## src/rtcal_map.svh

```systemverilog
// Register map, field positions, reset values and timing counts of the calendar clock
`ifndef RTCAL_MAP_SVH
`define RTCAL_MAP_SVH

`define RTCAL_OFS_CTRL      8'h00
`define RTCAL_OFS_FLAGS     8'h04
`define RTCAL_OFS_TIME      8'h10
`define RTCAL_OFS_DATE      8'h14
`define RTCAL_OFS_ATIME     8'h18
`define RTCAL_OFS_ADATE     8'h1C
`define RTCAL_OFS_TRIM      8'h20

`define RTCAL_CTRL_EN       15
`define RTCAL_CTRL_SRC      9
`define RTCAL_CTRL_LOCK     8
`define RTCAL_CTRL_RATE     5:4
`define RTCAL_CTRL_ALM_IE   1
`define RTCAL_CTRL_TICK_IE  0

`define RTCAL_FLAG_ALM      1
`define RTCAL_FLAG_TICK     0

`define RTCAL_F_HOUR        21:16
`define RTCAL_F_MIN         14:8
`define RTCAL_F_SEC         6:0
`define RTCAL_F_YEAR        31:24
`define RTCAL_F_MONTH       20:16
`define RTCAL_F_DAY         13:8
`define RTCAL_F_WDAY        2:0
`define RTCAL_AHOUR_EN      22
`define RTCAL_AMIN_EN       15
`define RTCAL_AMONTH_EN     21
`define RTCAL_ADAY_EN       14
`define RTCAL_AWDAY_EN      3

`define RTCAL_F_BIAS        13:12
`define RTCAL_F_BGAP        9:8
`define RTCAL_F_THR         6:4
`define RTCAL_F_DRV         1:0

`define RTCAL_MONTH_RST     5'h01
`define RTCAL_DAY_RST       6'h01
`define RTCAL_BIAS_RST      2'h3

`define RTCAL_CRYSTAL_HZ    32768
`define RTCAL_DIV_W         15
`define RTCAL_TAP_16HZ      11
`define RTCAL_TAP_32HZ      10
`define RTCAL_TAP_64HZ      9

`endif

```

## src/rtcal_pkg.sv

```systemverilog
// Types shared by the calendar clock modules
package rtcal_pkg;
    typedef logic [7:0] rtcal_bcd_t;
    typedef enum logic [1:0] {
        RTCAL_RATE_1HZ  = 2'h0,
        RTCAL_RATE_16HZ = 2'h1,
        RTCAL_RATE_32HZ = 2'h2,
        RTCAL_RATE_64HZ = 2'h3
    } rtcal_rate_e;
endpackage

```

## src/rtcal_bcd_step.sv

```systemverilog
// One BCD field incremented with wrap from a top value back to a bottom value
`timescale 1ns/10ps
module rtcal_bcd_step (
    input  wire rtcal_pkg::rtcal_bcd_t val,
    input  wire rtcal_pkg::rtcal_bcd_t max_v,
    input  wire rtcal_pkg::rtcal_bcd_t min_v,
    output rtcal_pkg::rtcal_bcd_t      nxt,
    output logic                       wrap
);
    // Decimal digit carry; top value restarts at bottom
    always_comb begin
        wrap = 1'b0;
        if (val >= max_v) begin
            nxt  = min_v;
            wrap = 1'b1;
        end else if (val[3:0] >= 4'h9) begin
            nxt = {val[7:4] + 4'h1, 4'h0};
        end else begin
            nxt = {val[7:4], val[3:0] + 4'h1};
        end
    end
endmodule // rtcal_bcd_step

```

## src/rtcal_top.sv

```systemverilog
// Calendar clock with alarm and periodic event behind an APB slave
`timescale 1ns/10ps
`include "rtcal_map.svh"
module rtcal_top #(
    parameter int DIV_W = `RTCAL_DIV_W
) (
    input  wire logic        core_clk,
    input  wire logic        rstn,
    input  wire logic        ce,
    input  wire logic [7:0]  paddr,
    input  wire logic        psel,
    input  wire logic        penable,
    input  wire logic        pwrite,
    input  wire logic [31:0] pwdata,
    output logic      [31:0] prdata,
    output logic             pready,
    output logic             pslverr,
    input  wire logic        crystal_tick,
    input  wire logic        internal_osc_tick,
    output logic             rtc_irq,
    output logic             crystal_select,
    output logic      [1:0]  bias_ratio,
    output logic      [1:0]  bandgap_bias,
    output logic      [2:0]  inverter_threshold,
    output logic      [1:0]  crystal_drive_current
);
    // Rate taps sit at stages 9..11, so the divider needs at least 12 bits
    if (DIV_W < 12) begin : g_bad_div
        $error("rtcal_top: DIV_W below 12 cannot serve the 16 Hz tap");
    end

    // Control fields
    logic                     en_r;
    logic                     src_r;
    logic                     lock_r;
    rtcal_pkg::rtcal_rate_e   rate_r;
    logic                     alm_ie_r;
    logic                     tick_ie_r;
    // Status flags
    logic                     tick_flag_r;
    logic                     alm_flag_r;
    // Calendar fields
    logic [6:0]               sec_r;
    logic [6:0]               min_r;
    logic [5:0]               hour_r;
    logic [5:0]               day_r;
    logic [4:0]               month_r;
    logic [7:0]               year_r;
    logic [2:0]               wday_r;
    // Alarm fields
    logic [6:0]               amin_r;
    logic [5:0]               ahour_r;
    logic [5:0]               aday_r;
    logic [4:0]               amonth_r;
    logic [2:0]               awday_r;
    logic                     amin_en_r;
    logic                     ahour_en_r;
    logic                     aday_en_r;
    logic                     amonth_en_r;
    logic                     awday_en_r;
    // Trim fields
    logic [1:0]               bias_r;
    logic [1:0]               bgap_r;
    logic [2:0]               thr_r;
    logic [1:0]               drv_r;
    // Divider and alarm history
    logic [DIV_W-1:0]         pre_r;
    logic                     match_q_r;
    // Bus answer and interrupt register
    logic [31:0]              prdata_r;
    logic                     pready_r;
    logic                     pslverr_r;
    logic                     irq_r;

    logic                     setup;
    logic                     wr_go;
    logic                     hit;
    logic                     timekeep;
    logic [31:0]              rdata;
    logic                     wr_ctrl;
    logic                     wr_flags;
    logic                     wr_time;
    logic                     wr_date;
    logic                     wr_atime;
    logic                     wr_adate;
    logic                     wr_trim;
    logic                     osc_tick;
    logic                     sec_tick;
    logic                     cal_tick;
    logic                     tick_evt;
    logic                     leap;
    logic                     match;
    logic                     alm_evt;
    logic                     tick_flag_nxt;
    logic                     alm_flag_nxt;
    rtcal_pkg::rtcal_bcd_t    dim;
    rtcal_pkg::rtcal_bcd_t    sec_nxt;
    rtcal_pkg::rtcal_bcd_t    min_nxt;
    rtcal_pkg::rtcal_bcd_t    hour_nxt;
    rtcal_pkg::rtcal_bcd_t    day_nxt;
    rtcal_pkg::rtcal_bcd_t    month_nxt;
    rtcal_pkg::rtcal_bcd_t    year_nxt;
    logic                     sec_wrap;
    logic                     min_wrap;
    logic                     hour_wrap;
    logic                     day_wrap;
    logic                     month_wrap;

    // Address decode; the lock fences only calendar and alarm words
    always_comb begin
        hit      = 1'b1;
        timekeep = 1'b0;
        unique case (paddr)
            `RTCAL_OFS_CTRL, `RTCAL_OFS_FLAGS, `RTCAL_OFS_TRIM: hit = 1'b1;
            `RTCAL_OFS_TIME, `RTCAL_OFS_DATE,
            `RTCAL_OFS_ATIME, `RTCAL_OFS_ADATE: timekeep = 1'b1;
            default: hit = 1'b0;
        endcase
    end

    assign setup = psel & ~penable;
    // Write commits at the access edge that sees pready high
    assign wr_go = psel & penable & pready_r & pwrite & ~pslverr_r;
    assign wr_ctrl  = wr_go & (paddr == `RTCAL_OFS_CTRL);
    assign wr_flags = wr_go & (paddr == `RTCAL_OFS_FLAGS);
    assign wr_time  = wr_go & (paddr == `RTCAL_OFS_TIME);
    assign wr_date  = wr_go & (paddr == `RTCAL_OFS_DATE);
    assign wr_atime = wr_go & (paddr == `RTCAL_OFS_ATIME);
    assign wr_adate = wr_go & (paddr == `RTCAL_OFS_ADATE);
    assign wr_trim  = wr_go & (paddr == `RTCAL_OFS_TRIM);

    // Read mux, reserved bits read zero
    always_comb begin
        rdata = 32'h0000_0000;
        unique case (paddr)
            `RTCAL_OFS_CTRL: begin
                rdata[`RTCAL_CTRL_EN]      = en_r;
                rdata[`RTCAL_CTRL_SRC]     = src_r;
                rdata[`RTCAL_CTRL_LOCK]    = lock_r;
                rdata[`RTCAL_CTRL_RATE]    = rate_r;
                rdata[`RTCAL_CTRL_ALM_IE]  = alm_ie_r;
                rdata[`RTCAL_CTRL_TICK_IE] = tick_ie_r;
            end
            `RTCAL_OFS_FLAGS: begin
                rdata[`RTCAL_FLAG_ALM]  = alm_flag_r;
                rdata[`RTCAL_FLAG_TICK] = tick_flag_r;
            end
            `RTCAL_OFS_TIME: begin
                rdata[`RTCAL_F_HOUR] = hour_r;
                rdata[`RTCAL_F_MIN]  = min_r;
                rdata[`RTCAL_F_SEC]  = sec_r;
            end
            `RTCAL_OFS_DATE: begin
                rdata[`RTCAL_F_YEAR]  = year_r;
                rdata[`RTCAL_F_MONTH] = month_r;
                rdata[`RTCAL_F_DAY]   = day_r;
                rdata[`RTCAL_F_WDAY]  = wday_r;
            end
            `RTCAL_OFS_ATIME: begin
                rdata[`RTCAL_AHOUR_EN] = ahour_en_r;
                rdata[`RTCAL_F_HOUR]   = ahour_r;
                rdata[`RTCAL_AMIN_EN]  = amin_en_r;
                rdata[`RTCAL_F_MIN]    = amin_r;
            end
            `RTCAL_OFS_ADATE: begin
                rdata[`RTCAL_AMONTH_EN] = amonth_en_r;
                rdata[`RTCAL_F_MONTH]   = amonth_r;
                rdata[`RTCAL_ADAY_EN]   = aday_en_r;
                rdata[`RTCAL_F_DAY]     = aday_r;
                rdata[`RTCAL_AWDAY_EN]  = awday_en_r;
                rdata[`RTCAL_F_WDAY]    = awday_r;
            end
            `RTCAL_OFS_TRIM: begin
                rdata[`RTCAL_F_BIAS] = bias_r;
                rdata[`RTCAL_F_BGAP] = bgap_r;
                rdata[`RTCAL_F_THR]  = thr_r;
                rdata[`RTCAL_F_DRV]  = drv_r;
            end
            default: rdata = 32'h0000_0000;
        endcase
    end

    // APB answer: one wait-free access phase after every setup
    always_ff @(posedge core_clk or negedge rstn) begin
        if (!rstn) begin
            pready_r  <= 1'b0;
            pslverr_r <= 1'b0;
            prdata_r  <= 32'h0000_0000;
        end else if (ce) begin
            pready_r  <= setup;
            pslverr_r <= setup & (~hit | (timekeep & lock_r));
            if (setup & ~pwrite & hit & ~(timekeep & lock_r)) begin
                prdata_r <= rdata;
            end else begin
                prdata_r <= 32'h0000_0000;
            end
        end
    end

    // Control register
    always_ff @(posedge core_clk or negedge rstn) begin
        if (!rstn) begin
            en_r      <= 1'b0;
            src_r     <= 1'b0;
            lock_r    <= 1'b0;
            rate_r    <= rtcal_pkg::RTCAL_RATE_1HZ;
            alm_ie_r  <= 1'b0;
            tick_ie_r <= 1'b0;
        end else if (ce && wr_ctrl) begin
            en_r      <= pwdata[`RTCAL_CTRL_EN];
            src_r     <= pwdata[`RTCAL_CTRL_SRC];
            lock_r    <= pwdata[`RTCAL_CTRL_LOCK];
            rate_r    <= rtcal_pkg::rtcal_rate_e'(pwdata[`RTCAL_CTRL_RATE]);
            alm_ie_r  <= pwdata[`RTCAL_CTRL_ALM_IE];
            tick_ie_r <= pwdata[`RTCAL_CTRL_TICK_IE];
        end
    end

    assign osc_tick = src_r ? crystal_tick : internal_osc_tick;

    // one-second divider; a time write realigns the second
    always_ff @(posedge core_clk or negedge rstn) begin
        if (!rstn) begin
            pre_r <= '0;
        end else if (ce) begin
            if (wr_time) begin
                pre_r <= '0;
            end else if (en_r && osc_tick) begin
                pre_r <= pre_r + 1'b1;
            end
        end
    end

    assign sec_tick = en_r & osc_tick & (&pre_r);
    // Writes to the calendar win over the tick that lands with them
    assign cal_tick = sec_tick & ~wr_time & ~wr_date;

    // rate taps from intermediate divider stages
    always_comb begin
        unique case (rate_r)
            rtcal_pkg::RTCAL_RATE_1HZ:  tick_evt = sec_tick;
            rtcal_pkg::RTCAL_RATE_16HZ: tick_evt = &pre_r[`RTCAL_TAP_16HZ-1:0];
            rtcal_pkg::RTCAL_RATE_32HZ: tick_evt = &pre_r[`RTCAL_TAP_32HZ-1:0];
            rtcal_pkg::RTCAL_RATE_64HZ: tick_evt = &pre_r[`RTCAL_TAP_64HZ-1:0];
        endcase
        tick_evt = tick_evt & en_r & osc_tick;
    end

    // leap year: year divisible by four, 00 included
    assign leap = year_r[4] ? ((year_r[3:0] == 4'h2) | (year_r[3:0] == 4'h6))
                            : ((year_r[3:0] == 4'h0) | (year_r[3:0] == 4'h4) |
                               (year_r[3:0] == 4'h8));

    always_comb begin
        unique case (month_r)
            5'h02:                      dim = leap ? 8'h29 : 8'h28;
            5'h04, 5'h06, 5'h09, 5'h11: dim = 8'h30;
            default:                    dim = 8'h31;
        endcase
    end

    // BCD field steppers, one per carried field
    rtcal_bcd_step u_sec (
        .val   ({1'b0, sec_r}),
        .max_v (8'h59),
        .min_v (8'h00),
        .nxt   (sec_nxt),
        .wrap  (sec_wrap)
    );
    rtcal_bcd_step u_min (
        .val   ({1'b0, min_r}),
        .max_v (8'h59),
        .min_v (8'h00),
        .nxt   (min_nxt),
        .wrap  (min_wrap)
    );
    rtcal_bcd_step u_hour (
        .val   ({2'b00, hour_r}),
        .max_v (8'h23),
        .min_v (8'h00),
        .nxt   (hour_nxt),
        .wrap  (hour_wrap)
    );
    rtcal_bcd_step u_day (
        .val   ({2'b00, day_r}),
        .max_v (dim),
        .min_v (8'h01),
        .nxt   (day_nxt),
        .wrap  (day_wrap)
    );
    rtcal_bcd_step u_month (
        .val   ({3'b000, month_r}),
        .max_v (8'h12),
        .min_v (8'h01),
        .nxt   (month_nxt),
        .wrap  (month_wrap)
    );
    rtcal_bcd_step u_year (
        .val   (year_r),
        .max_v (8'h99),
        .min_v (8'h00),
        .nxt   (year_nxt),
        .wrap  ()
    );

    // Time of day: software write or one-second ripple
    always_ff @(posedge core_clk or negedge rstn) begin
        if (!rstn) begin
            sec_r  <= 7'h00;
            min_r  <= 7'h00;
            hour_r <= 6'h00;
        end else if (ce) begin
            if (wr_time) begin
                sec_r  <= pwdata[`RTCAL_F_SEC];
                min_r  <= pwdata[`RTCAL_F_MIN];
                hour_r <= pwdata[`RTCAL_F_HOUR];
            // carry ripple through the time fields
            end else if (cal_tick) begin
                sec_r <= sec_nxt[6:0];
                if (sec_wrap) begin
                    min_r <= min_nxt[6:0];
                end
                if (sec_wrap && min_wrap) begin
                    hour_r <= hour_nxt[5:0];
                end
            end
        end
    end

    // Date: software write or carry out of the hour field
    always_ff @(posedge core_clk or negedge rstn) begin
        if (!rstn) begin
            year_r  <= 8'h00;
            month_r <= `RTCAL_MONTH_RST;
            day_r   <= `RTCAL_DAY_RST;
            wday_r  <= 3'h0;
        end else if (ce) begin
            if (wr_date) begin
                year_r  <= pwdata[`RTCAL_F_YEAR];
                month_r <= pwdata[`RTCAL_F_MONTH];
                day_r   <= pwdata[`RTCAL_F_DAY];
                wday_r  <= pwdata[`RTCAL_F_WDAY];
            // day, month, year ripple; year 99 wraps to 00
            end else if (cal_tick && sec_wrap && min_wrap && hour_wrap) begin
                day_r <= day_nxt[5:0];
                // weekday steps with the day, Saturday to Sunday
                wday_r <= (wday_r >= 3'h6) ? 3'h0 : wday_r + 3'h1;
                if (day_wrap) begin
                    month_r <= month_nxt[4:0];
                end
                if (day_wrap && month_wrap) begin
                    year_r <= year_nxt;
                end
            end
        end
    end

    always_ff @(posedge core_clk or negedge rstn) begin
        if (!rstn) begin
            amin_r      <= 7'h00;
            ahour_r     <= 6'h00;
            amin_en_r   <= 1'b0;
            ahour_en_r  <= 1'b0;
            amonth_r    <= `RTCAL_MONTH_RST;
            aday_r      <= `RTCAL_DAY_RST;
            awday_r     <= 3'h0;
            amonth_en_r <= 1'b0;
            aday_en_r   <= 1'b0;
            awday_en_r  <= 1'b0;
        end else if (ce) begin
            if (wr_atime) begin
                amin_r     <= pwdata[`RTCAL_F_MIN];
                ahour_r    <= pwdata[`RTCAL_F_HOUR];
                amin_en_r  <= pwdata[`RTCAL_AMIN_EN];
                ahour_en_r <= pwdata[`RTCAL_AHOUR_EN];
            end
            if (wr_adate) begin
                amonth_r    <= pwdata[`RTCAL_F_MONTH];
                aday_r      <= pwdata[`RTCAL_F_DAY];
                awday_r     <= pwdata[`RTCAL_F_WDAY];
                amonth_en_r <= pwdata[`RTCAL_AMONTH_EN];
                aday_en_r   <= pwdata[`RTCAL_ADAY_EN];
                awday_en_r  <= pwdata[`RTCAL_AWDAY_EN];
            end
        end
    end

    assign match = (~amin_en_r   | (amin_r   == min_r))   &
                   (~ahour_en_r  | (ahour_r  == hour_r))  &
                   (~aday_en_r   | (aday_r   == day_r))   &
                   (~amonth_en_r | (amonth_r == month_r)) &
                   (~awday_en_r  | (awday_r  == wday_r));

    // Edge of the match, so one alarm per entry into the matching time
    always_ff @(posedge core_clk or negedge rstn) begin
        if (!rstn) begin
            match_q_r <= 1'b0;
        end else if (ce) begin
            match_q_r <= match;
        end
    end
    assign alm_evt = match & ~match_q_r;

    assign tick_flag_nxt = (tick_flag_r & ~(wr_flags & pwdata[`RTCAL_FLAG_TICK])) | tick_evt;
    assign alm_flag_nxt  = (alm_flag_r & ~(wr_flags & pwdata[`RTCAL_FLAG_ALM])) | alm_evt;

    always_ff @(posedge core_clk or negedge rstn) begin
        if (!rstn) begin
            tick_flag_r <= 1'b0;
            alm_flag_r  <= 1'b0;
        end else if (ce) begin
            tick_flag_r <= tick_flag_nxt;
            alm_flag_r  <= alm_flag_nxt;
        end
    end

    always_ff @(posedge core_clk or negedge rstn) begin
        if (!rstn) begin
            irq_r <= 1'b0;
        end else if (ce) begin
            irq_r <= (tick_flag_nxt & tick_ie_r) | (alm_flag_nxt & alm_ie_r);
        end
    end

    // crystal pad trim, bias fields start at 3
    always_ff @(posedge core_clk or negedge rstn) begin
        if (!rstn) begin
            bias_r <= `RTCAL_BIAS_RST;
            bgap_r <= `RTCAL_BIAS_RST;
            thr_r  <= 3'h0;
            drv_r  <= 2'h0;
        end else if (ce && wr_trim) begin
            bias_r <= pwdata[`RTCAL_F_BIAS];
            bgap_r <= pwdata[`RTCAL_F_BGAP];
            thr_r  <= pwdata[`RTCAL_F_THR];
            drv_r  <= pwdata[`RTCAL_F_DRV];
        end
    end

    // Outputs straight from flip-flops
    assign prdata                = prdata_r;
    assign pready                = pready_r;
    assign pslverr               = pslverr_r;
    assign rtc_irq               = irq_r;
    assign crystal_select        = src_r;
    assign bias_ratio            = bias_r;
    assign bandgap_bias          = bgap_r;
    assign inverter_threshold    = thr_r;
    assign crystal_drive_current = drv_r;
endmodule // rtcal_top

```

## config.mk

```make
export PLATFORM = sky130hd
export DESIGN_NAME = rtcal_top
export DESIGN_NICKNAME = d
export VERILOG_FILES = /design/src/rtcal_pkg.sv /design/src/rtcal_bcd_step.sv /design/src/rtcal_top.sv
export VERILOG_INCLUDE_DIRS = /design/src
export SDC_FILE = /design/constraint.sdc
export NUM_CORES = 1
export LEC_CHECK = 0
export ABC_AREA = 0
export BUFFER_PORTS_ARGS = -buffer_cell sky130_fd_sc_hd__clkbuf_2
export CAP_MARGIN = 0
export CORE_UTILIZATION = 23
export CTS_CLUSTER_DIAMETER = 200
export DETAILED_ROUTE_END_ITERATION = 16
export PLACE_DENSITY = 0.43
export SLEW_MARGIN = 20
export SYNTH_ARGS = -nofsm -noshare
export SYNTH_HDL_FRONTEND = slang
export SYNTH_HIERARCHICAL = 1
export SYNTH_SLANG_ARGS = --single-unit
```

## constraint.sdc

```tcl
create_clock -name core_clk -period 9.6 [get_ports core_clk]
set_clock_uncertainty 0.1 [all_clocks]
set_input_delay 0 -clock core_clk [delete_from_list [all_inputs] [get_ports core_clk]]
set_output_delay 0 -clock core_clk [all_outputs]
set_load 0.02 [all_outputs]
```

# Word-level counts from Yosys, hierarchy flattened
# Cells that the tools add are included.
dict set report classes {
  addsub 14
  eq_ne 23
  n_mux 60
  magnitude_cmp 13
  bitwise_logic 61
  reduce_logical 46
}
# op count
set ops {}
lappend ops {{two-way mux 7 bit} 9}
lappend ops {{two-way mux 6 bit} 9}
lappend ops {{two-way mux 8 bit} 6}
lappend ops {{bitwise AND 1 bit} 34}
lappend ops {{equality test 8 x 5 -> 1 bit, second input constant} 4}
lappend ops {{two-way mux 32 bit} 1}
lappend ops {{two-way mux 15 bit} 2}
lappend ops {{adder 4 x 1 -> 4 bit, second input constant} 7}
lappend ops {{two-way mux 5 bit} 5}
lappend ops {{greater-or-equal comparator 4 bit, second input constant} 6}
lappend ops {{one-hot mux 2 bit (6 select lines)} 2}
lappend ops {{one-hot mux 5 bit (4 select lines)} 1}
lappend ops {{AND reduction 3 bit} 6}
lappend ops {{nonzero test 3 bit} 6}
lappend ops {{AND reduction 4 bit} 4}
lappend ops {{adder 15 x 1 -> 15 bit, second input constant} 1}
lappend ops {{inverter 1 bit} 15}
lappend ops {{AND reduction 15 bit} 1}
lappend ops {{greater-or-equal comparator 7 bit, second input constant} 2}
lappend ops {{nonzero test 2 bit} 7}
lappend ops {{equality test 6 bit} 2}
lappend ops {{OR 1 bit} 12}
lappend ops {{two-way mux 1 bit} 11}
lappend ops {{AND reduction 11 bit} 1}
lappend ops {{39 further kinds} 63}
dict set report word_totals {
  output_inout_bits 45
  register_bits 143
  input_bits 48
  word_cells 258
}

# Longest topological paths before layout
dict set report depth {
  ltp_word 13
  mapped_depth 17
  depth_no_buf 16
}

# Cells and area by module
# Netlist, hierarchy kept.
# mod area_each_um2 seq_area_each_um2 cells_each instances
set modules_own_cells {}
lappend modules_own_cells {rtcal_top 7292.0 3538.4 653 1}
lappend modules_own_cells {rtcal_bcd_step 511.7 0.0 58 6}

# Worst setup path after synthesis
# OpenSTA, ideal clock, no wires.
dict set report synth_path {
  path_kind {register -> register}
  start {register year_r[2]}
  end {register year_r[0]}
  t_required_ps 9379
  n_path_buf 1
  slack_ps 6549
  arrival_ps 2831
  setup_time_ps 121
  stages_incl_launch_ff 18
  period_less_slack_ps 3051
  path_cell_list {dfrtp_1 -> a211oi_1 -> a31oi_1 -> o21ai_0 -> nand2b_1 -> a32oi_1 -> ha_1 -> nand2b_4 -> a2111oi_4 -> o31a_1 -> buf_6 -> inv_1 -> nand2_1 -> a41oi_1 -> nand4_1 -> nand2_1 -> nor2_1 -> nor2_1}
}
dict set report synth_via {
  elab_chain_cells 11
  word_cells_on_any_way 23
  classes_between {order compare (3); eq/ne (4); mux (9); bitwise (3); reduce/logical (4)}
}
# item line
set synth_rtl {}
lappend synth_rtl {{start, declared} rtcal_top.sv:48} ;# logic [7:0] year_r;
lappend synth_rtl {{start signal, assigned} rtcal_top.sv:339} ;# year_r <= pwdata[`RTCAL_F_YEAR];
lappend synth_rtl {{start signal, assigned} rtcal_top.sv:352} ;# year_r <= year_nxt;
lappend synth_rtl {{equality test 4 x 3 -> 1 bit or logical NOT 4 bit (tied branches)} rtcal_top.sv:251} ;# : ((year_r[3:0] == 4'h0) | (year_r[3:0] == 4'h4) |
lappend synth_rtl {{OR 1 bit (2 in series)} rtcal_top.sv:251}
lappend synth_rtl {{two-way mux 1 bit (*)} rtcal_top.sv:250} ;# assign leap = year_r[4] ? ((year_r[3:0] == 4'h2) | (year_r[3:0] == 4'h6))
lappend synth_rtl {{two-way mux 1 bit (*)} rtcal_top.sv:256} ;# 5'h02: dim = leap ? 8'h29 : 8'h28;
lappend synth_rtl {{one-hot mux 5 bit (2 select lines) (*)} rtcal_top.sv:255} ;# unique case (month_r)
lappend synth_rtl {{net dim[0]} rtcal_top.sv:96} ;# rtcal_pkg::rtcal_bcd_t dim;
lappend synth_rtl {{greater-or-equal comparator 6 bit (*)} rtcal_bcd_step.sv:13} ;# if (val >= max_v) begin
lappend synth_rtl {{two-way mux 1 bit (*)} rtcal_bcd_step.sv:13}
lappend synth_rtl {{net day_wrap} rtcal_top.sv:106} ;# logic day_wrap;
lappend synth_rtl {{logical AND 1 bit (*)} rtcal_top.sv:351} ;# if (day_wrap && month_wrap) begin
lappend synth_rtl {{nonzero test 2 bit (no source line) (*)} --}
lappend synth_rtl {{AND reduction 3 bit (no source line) (*)} --}
# Mark *: on every way through the listed nets, which the timed path passes. The rest lies on a longest branch. The select of a mux whose other input is x is not followed.
# A chain may end at the register's enable or synchronous reset.

# Final worst setup path
# Ends and elaborated chain as after synthesis.

==> results by group <==
STA
  – Relative slew slack: between 30% and 40%
  – Max Freq: ~250 MHz
  – Final TNS setup: 0 ns
  – Worst hold slack: between 0.03 and 0.04 ns
  – Crit share post-route: roughly two fifths
  – Unrepaired setup endpoints after global routing: false
  – Worst Tran Pin Value: approximately 0.96 ns
  – Hold Violations, Final: 0
  – Final setup viols: 0
  – Max Slew Vio Count: 0
  – Tmin final: about 4 ns

Worst setup path
  – Worst Path Max Fanout: 9
  – Critical path class: register to register
  – Critical-path cell list: a211oi_1 -> a31oi_1 -> o21ai_0 -> nand2b_1 -> a32oi_1 -> ha_1 -> nand2b_4 -> a2111oi_4 -> o31a_1 -> inv_1 -> nand2_1 -> a41oi_1 -> nand4_1 -> nand2_1 -> nor2_1 -> nor2_1
  – Worst path max stage delay: about 0.5 ns
  – R2r endpoint: year_r[0]
  – Slowest cell on crit path: dfrtp_1
  – CP arrival: approximately 4.2 ns
  – R2r setup slk: 5.60 ns
  – R2r worst-path depth: 16
  – Worst Setup SP: year_r[2]
  – Worst EP required: 9.82 ns
  – Worst setup EP type: register
  – Element type at the critical path start: register
  – Critical R2R Launch: year_r[2]

CTS
  – CTS Root Cell: clkbuf_16
  – CTS Buf Count: 17
  – Worst-skew pair later-pin latency: between 0.4 and 0.5 ns
  – CTS Sinks: around 140
  – TritonCTS clock tree: yes
  – Resized Gates After CTS: 0
  – H-Tree Depth: 4
  – Setup Fix Bufs, Post-CTS: 0
  – Max Root-Sink Buffers: 2
  – # hold bufs at CTS: 34
  – Clk slew on worst S/H paths: about 0.06 ns

Drt
  – DR iter-0 viols: ~410
  – Detailed-route DRC error count: 0
  – DRT Wirelength: a little under 30,000 um
  – Drt first pass iters: 4
  – Total number of vias: roughly 7,600
  – Post-DRT Antenna Nets: 0
  – Via-to-Cell Ratio: roughly 4.3
  – Drt wl/cell: ~16 um

Finish
  – Share of cells above drive strength 1: 22.6%
  – P&R area growth vs syn: 22.2%
  – N_diodes: 0
  – Final instance area: approximately 0.012 mm^2
  – # nets final: 1,288
  – Post-layout util: between 20 and 30%

Placement
  – Final GP Congestion: 0.788
  – Placement Cell Area: ~0.011 mm^2
  – Detailed placer's ending HPWL: approximately 22,000 um
  – IO buf count: 88

Global route
  – Vias in the first global route: ~7,500
  – GRT overflow: 0
  – GRT Resource Usage Total: between 10 and 15%
  – Largest net degree at the start of global routing: 76
  – Initial antenna violation count: 1
  – First-pass GRT wire length: approximately 46,000 um

Hold path
  – Cells on Worst Hold Path: 4
  – WHS Endpoint: prdata[12]
  – HP Class: input port to register
  – Worst Hold Launch: pwrite

Die
  – Placeable Area: roughly 0.043 mm^2
  – Die X-Extent: 211 um
  – Die H: about 210 um
  – I/O pins: 93
  – Starting Density: around a quarter
  – Floorplan row count: 76
  – Die Area: around 0.045 mm^2

Synthesis
  – Yosys warning total: 6
  – Mapped cell area: 0.0101 mm^2
  – Gate Count Post-Synth: 968
  – Synth Area per Inst: slightly above 10 um^2

Pwr
  – Worst vdd ir: 0.0819 mV
  – Power Density: about 120 mW/mm^2
  – Lkg Pwr: 6.08 nW

Status
  – Outcome: finished, final reports clean

Job
  – Max-cap violations: 0
-- metrics by stage --
step	std cells	power [mW]	worst slack [ns]
final	1764	1.44	5.60
after global placement	1698	0.728	5.60
after CTS	1764	1.46	5.55
after floorplan	1061	0.686	6.57
after global routing	1764	1.51	4.99
after detailed placement	1698	0.728	5.57
-- layer usage --
layer / vias up / global-route usage [%] / wire length [um]
li1: 3815 / - / -
met1: 3664 / 18.4 / 14100
met2: 106 / 21.7 / 13600
met3: 9 / 3.36 / 1100
met4: 2 / 2.70 / 159
met5: - / 0 / 13
-- where the power goes --
group / switching, mW / internal (mW)
logic: 0.0730 / 0.0561
registers: 0.00279 / 0.597
clock network: 0.271 / 0.441
total: 0.347 / 1.09
-- worst max-delay path by stage --
stage / slack (ns) / cells after the start / end
after global routing: 4.99 / 16 / year_r[2]
after CTS: 5.55 / 16 / year_r[0]
after detailed placement: 5.57 / 16 / year_r[0]
after floorplan: 6.57 / 17 / year_r[0]
final: 5.60 / 16 / year_r[0]
after global placement: 5.60 / 16 / year_r[6]
-- sequential cells by signal, indices dropped and copies added (netlist names), 3 cells and up --
register / count
amonth_r: 5
year_r: 8
inverter_threshold: 3
aday_r: 6
wday_r: 3
prdata: 30
day_r: 6
ahour_r: 6
month_r: 5
pre_r: 15
awday_r: 3
hour_r: 6
amin_r: 7
sec_r: 7
min_r: 7
-- layout by cell type, fill, tap and decap left out, types with 5 or more instances in the layout --
cell type	n
a22oi_1	10
and3_1	13
o2bb2ai_1	20
mux2i_1	28
a31oi_1	9
inv_1	68
a2111oi_4	6
o31a_1	7
a221oi_1	7
o21a_1	13
or3b_4	6
dfrtp_1	133
nand4_1	17
o21ai_0	14
conb_1	95
nand2_1	51
nand2b_4	6
nand3_1	30
xor2_1	21
clkbuf_16	17
mux2_1	8
clkbuf_2	87
o31ai_1	5
nor2_1	83
xnor2_1	34
dlygate4sd3_1	34
ha_1	74
a22o_1	15
a222oi_1	7
o21ai_1	7
o22ai_1	8
and2_1	18
mux2_4	33
a21oi_1	41
mux2_2	64
dfstp_2	8
-- worst max-delay path: cells and delay by family, from the launching register on --
family | cells | cell delay [ns]
flops | 1 | 0.49
fa+ha+maj | 1 | 0.25
buf+inv | 1 | 0.23
simple gates | 7 | 1.31
compound gates | 7 | 1.51
-- area by class of cell --
| type | count | area, um^2 |
|---|---|---|
| flip-flops and latches | 141 | 3540 |
| multi-input cells | 812 | 6340 |
| inverters | 69 | 259 |
| repair buffers | 125 | 810 |
| fillers | 4534 | 30800 |
| clock buffers | 21 | 450 |
| clock inverters | 11 | 166 |
| well taps | 585 | 732 |
(Power assumes the default switching activity.)
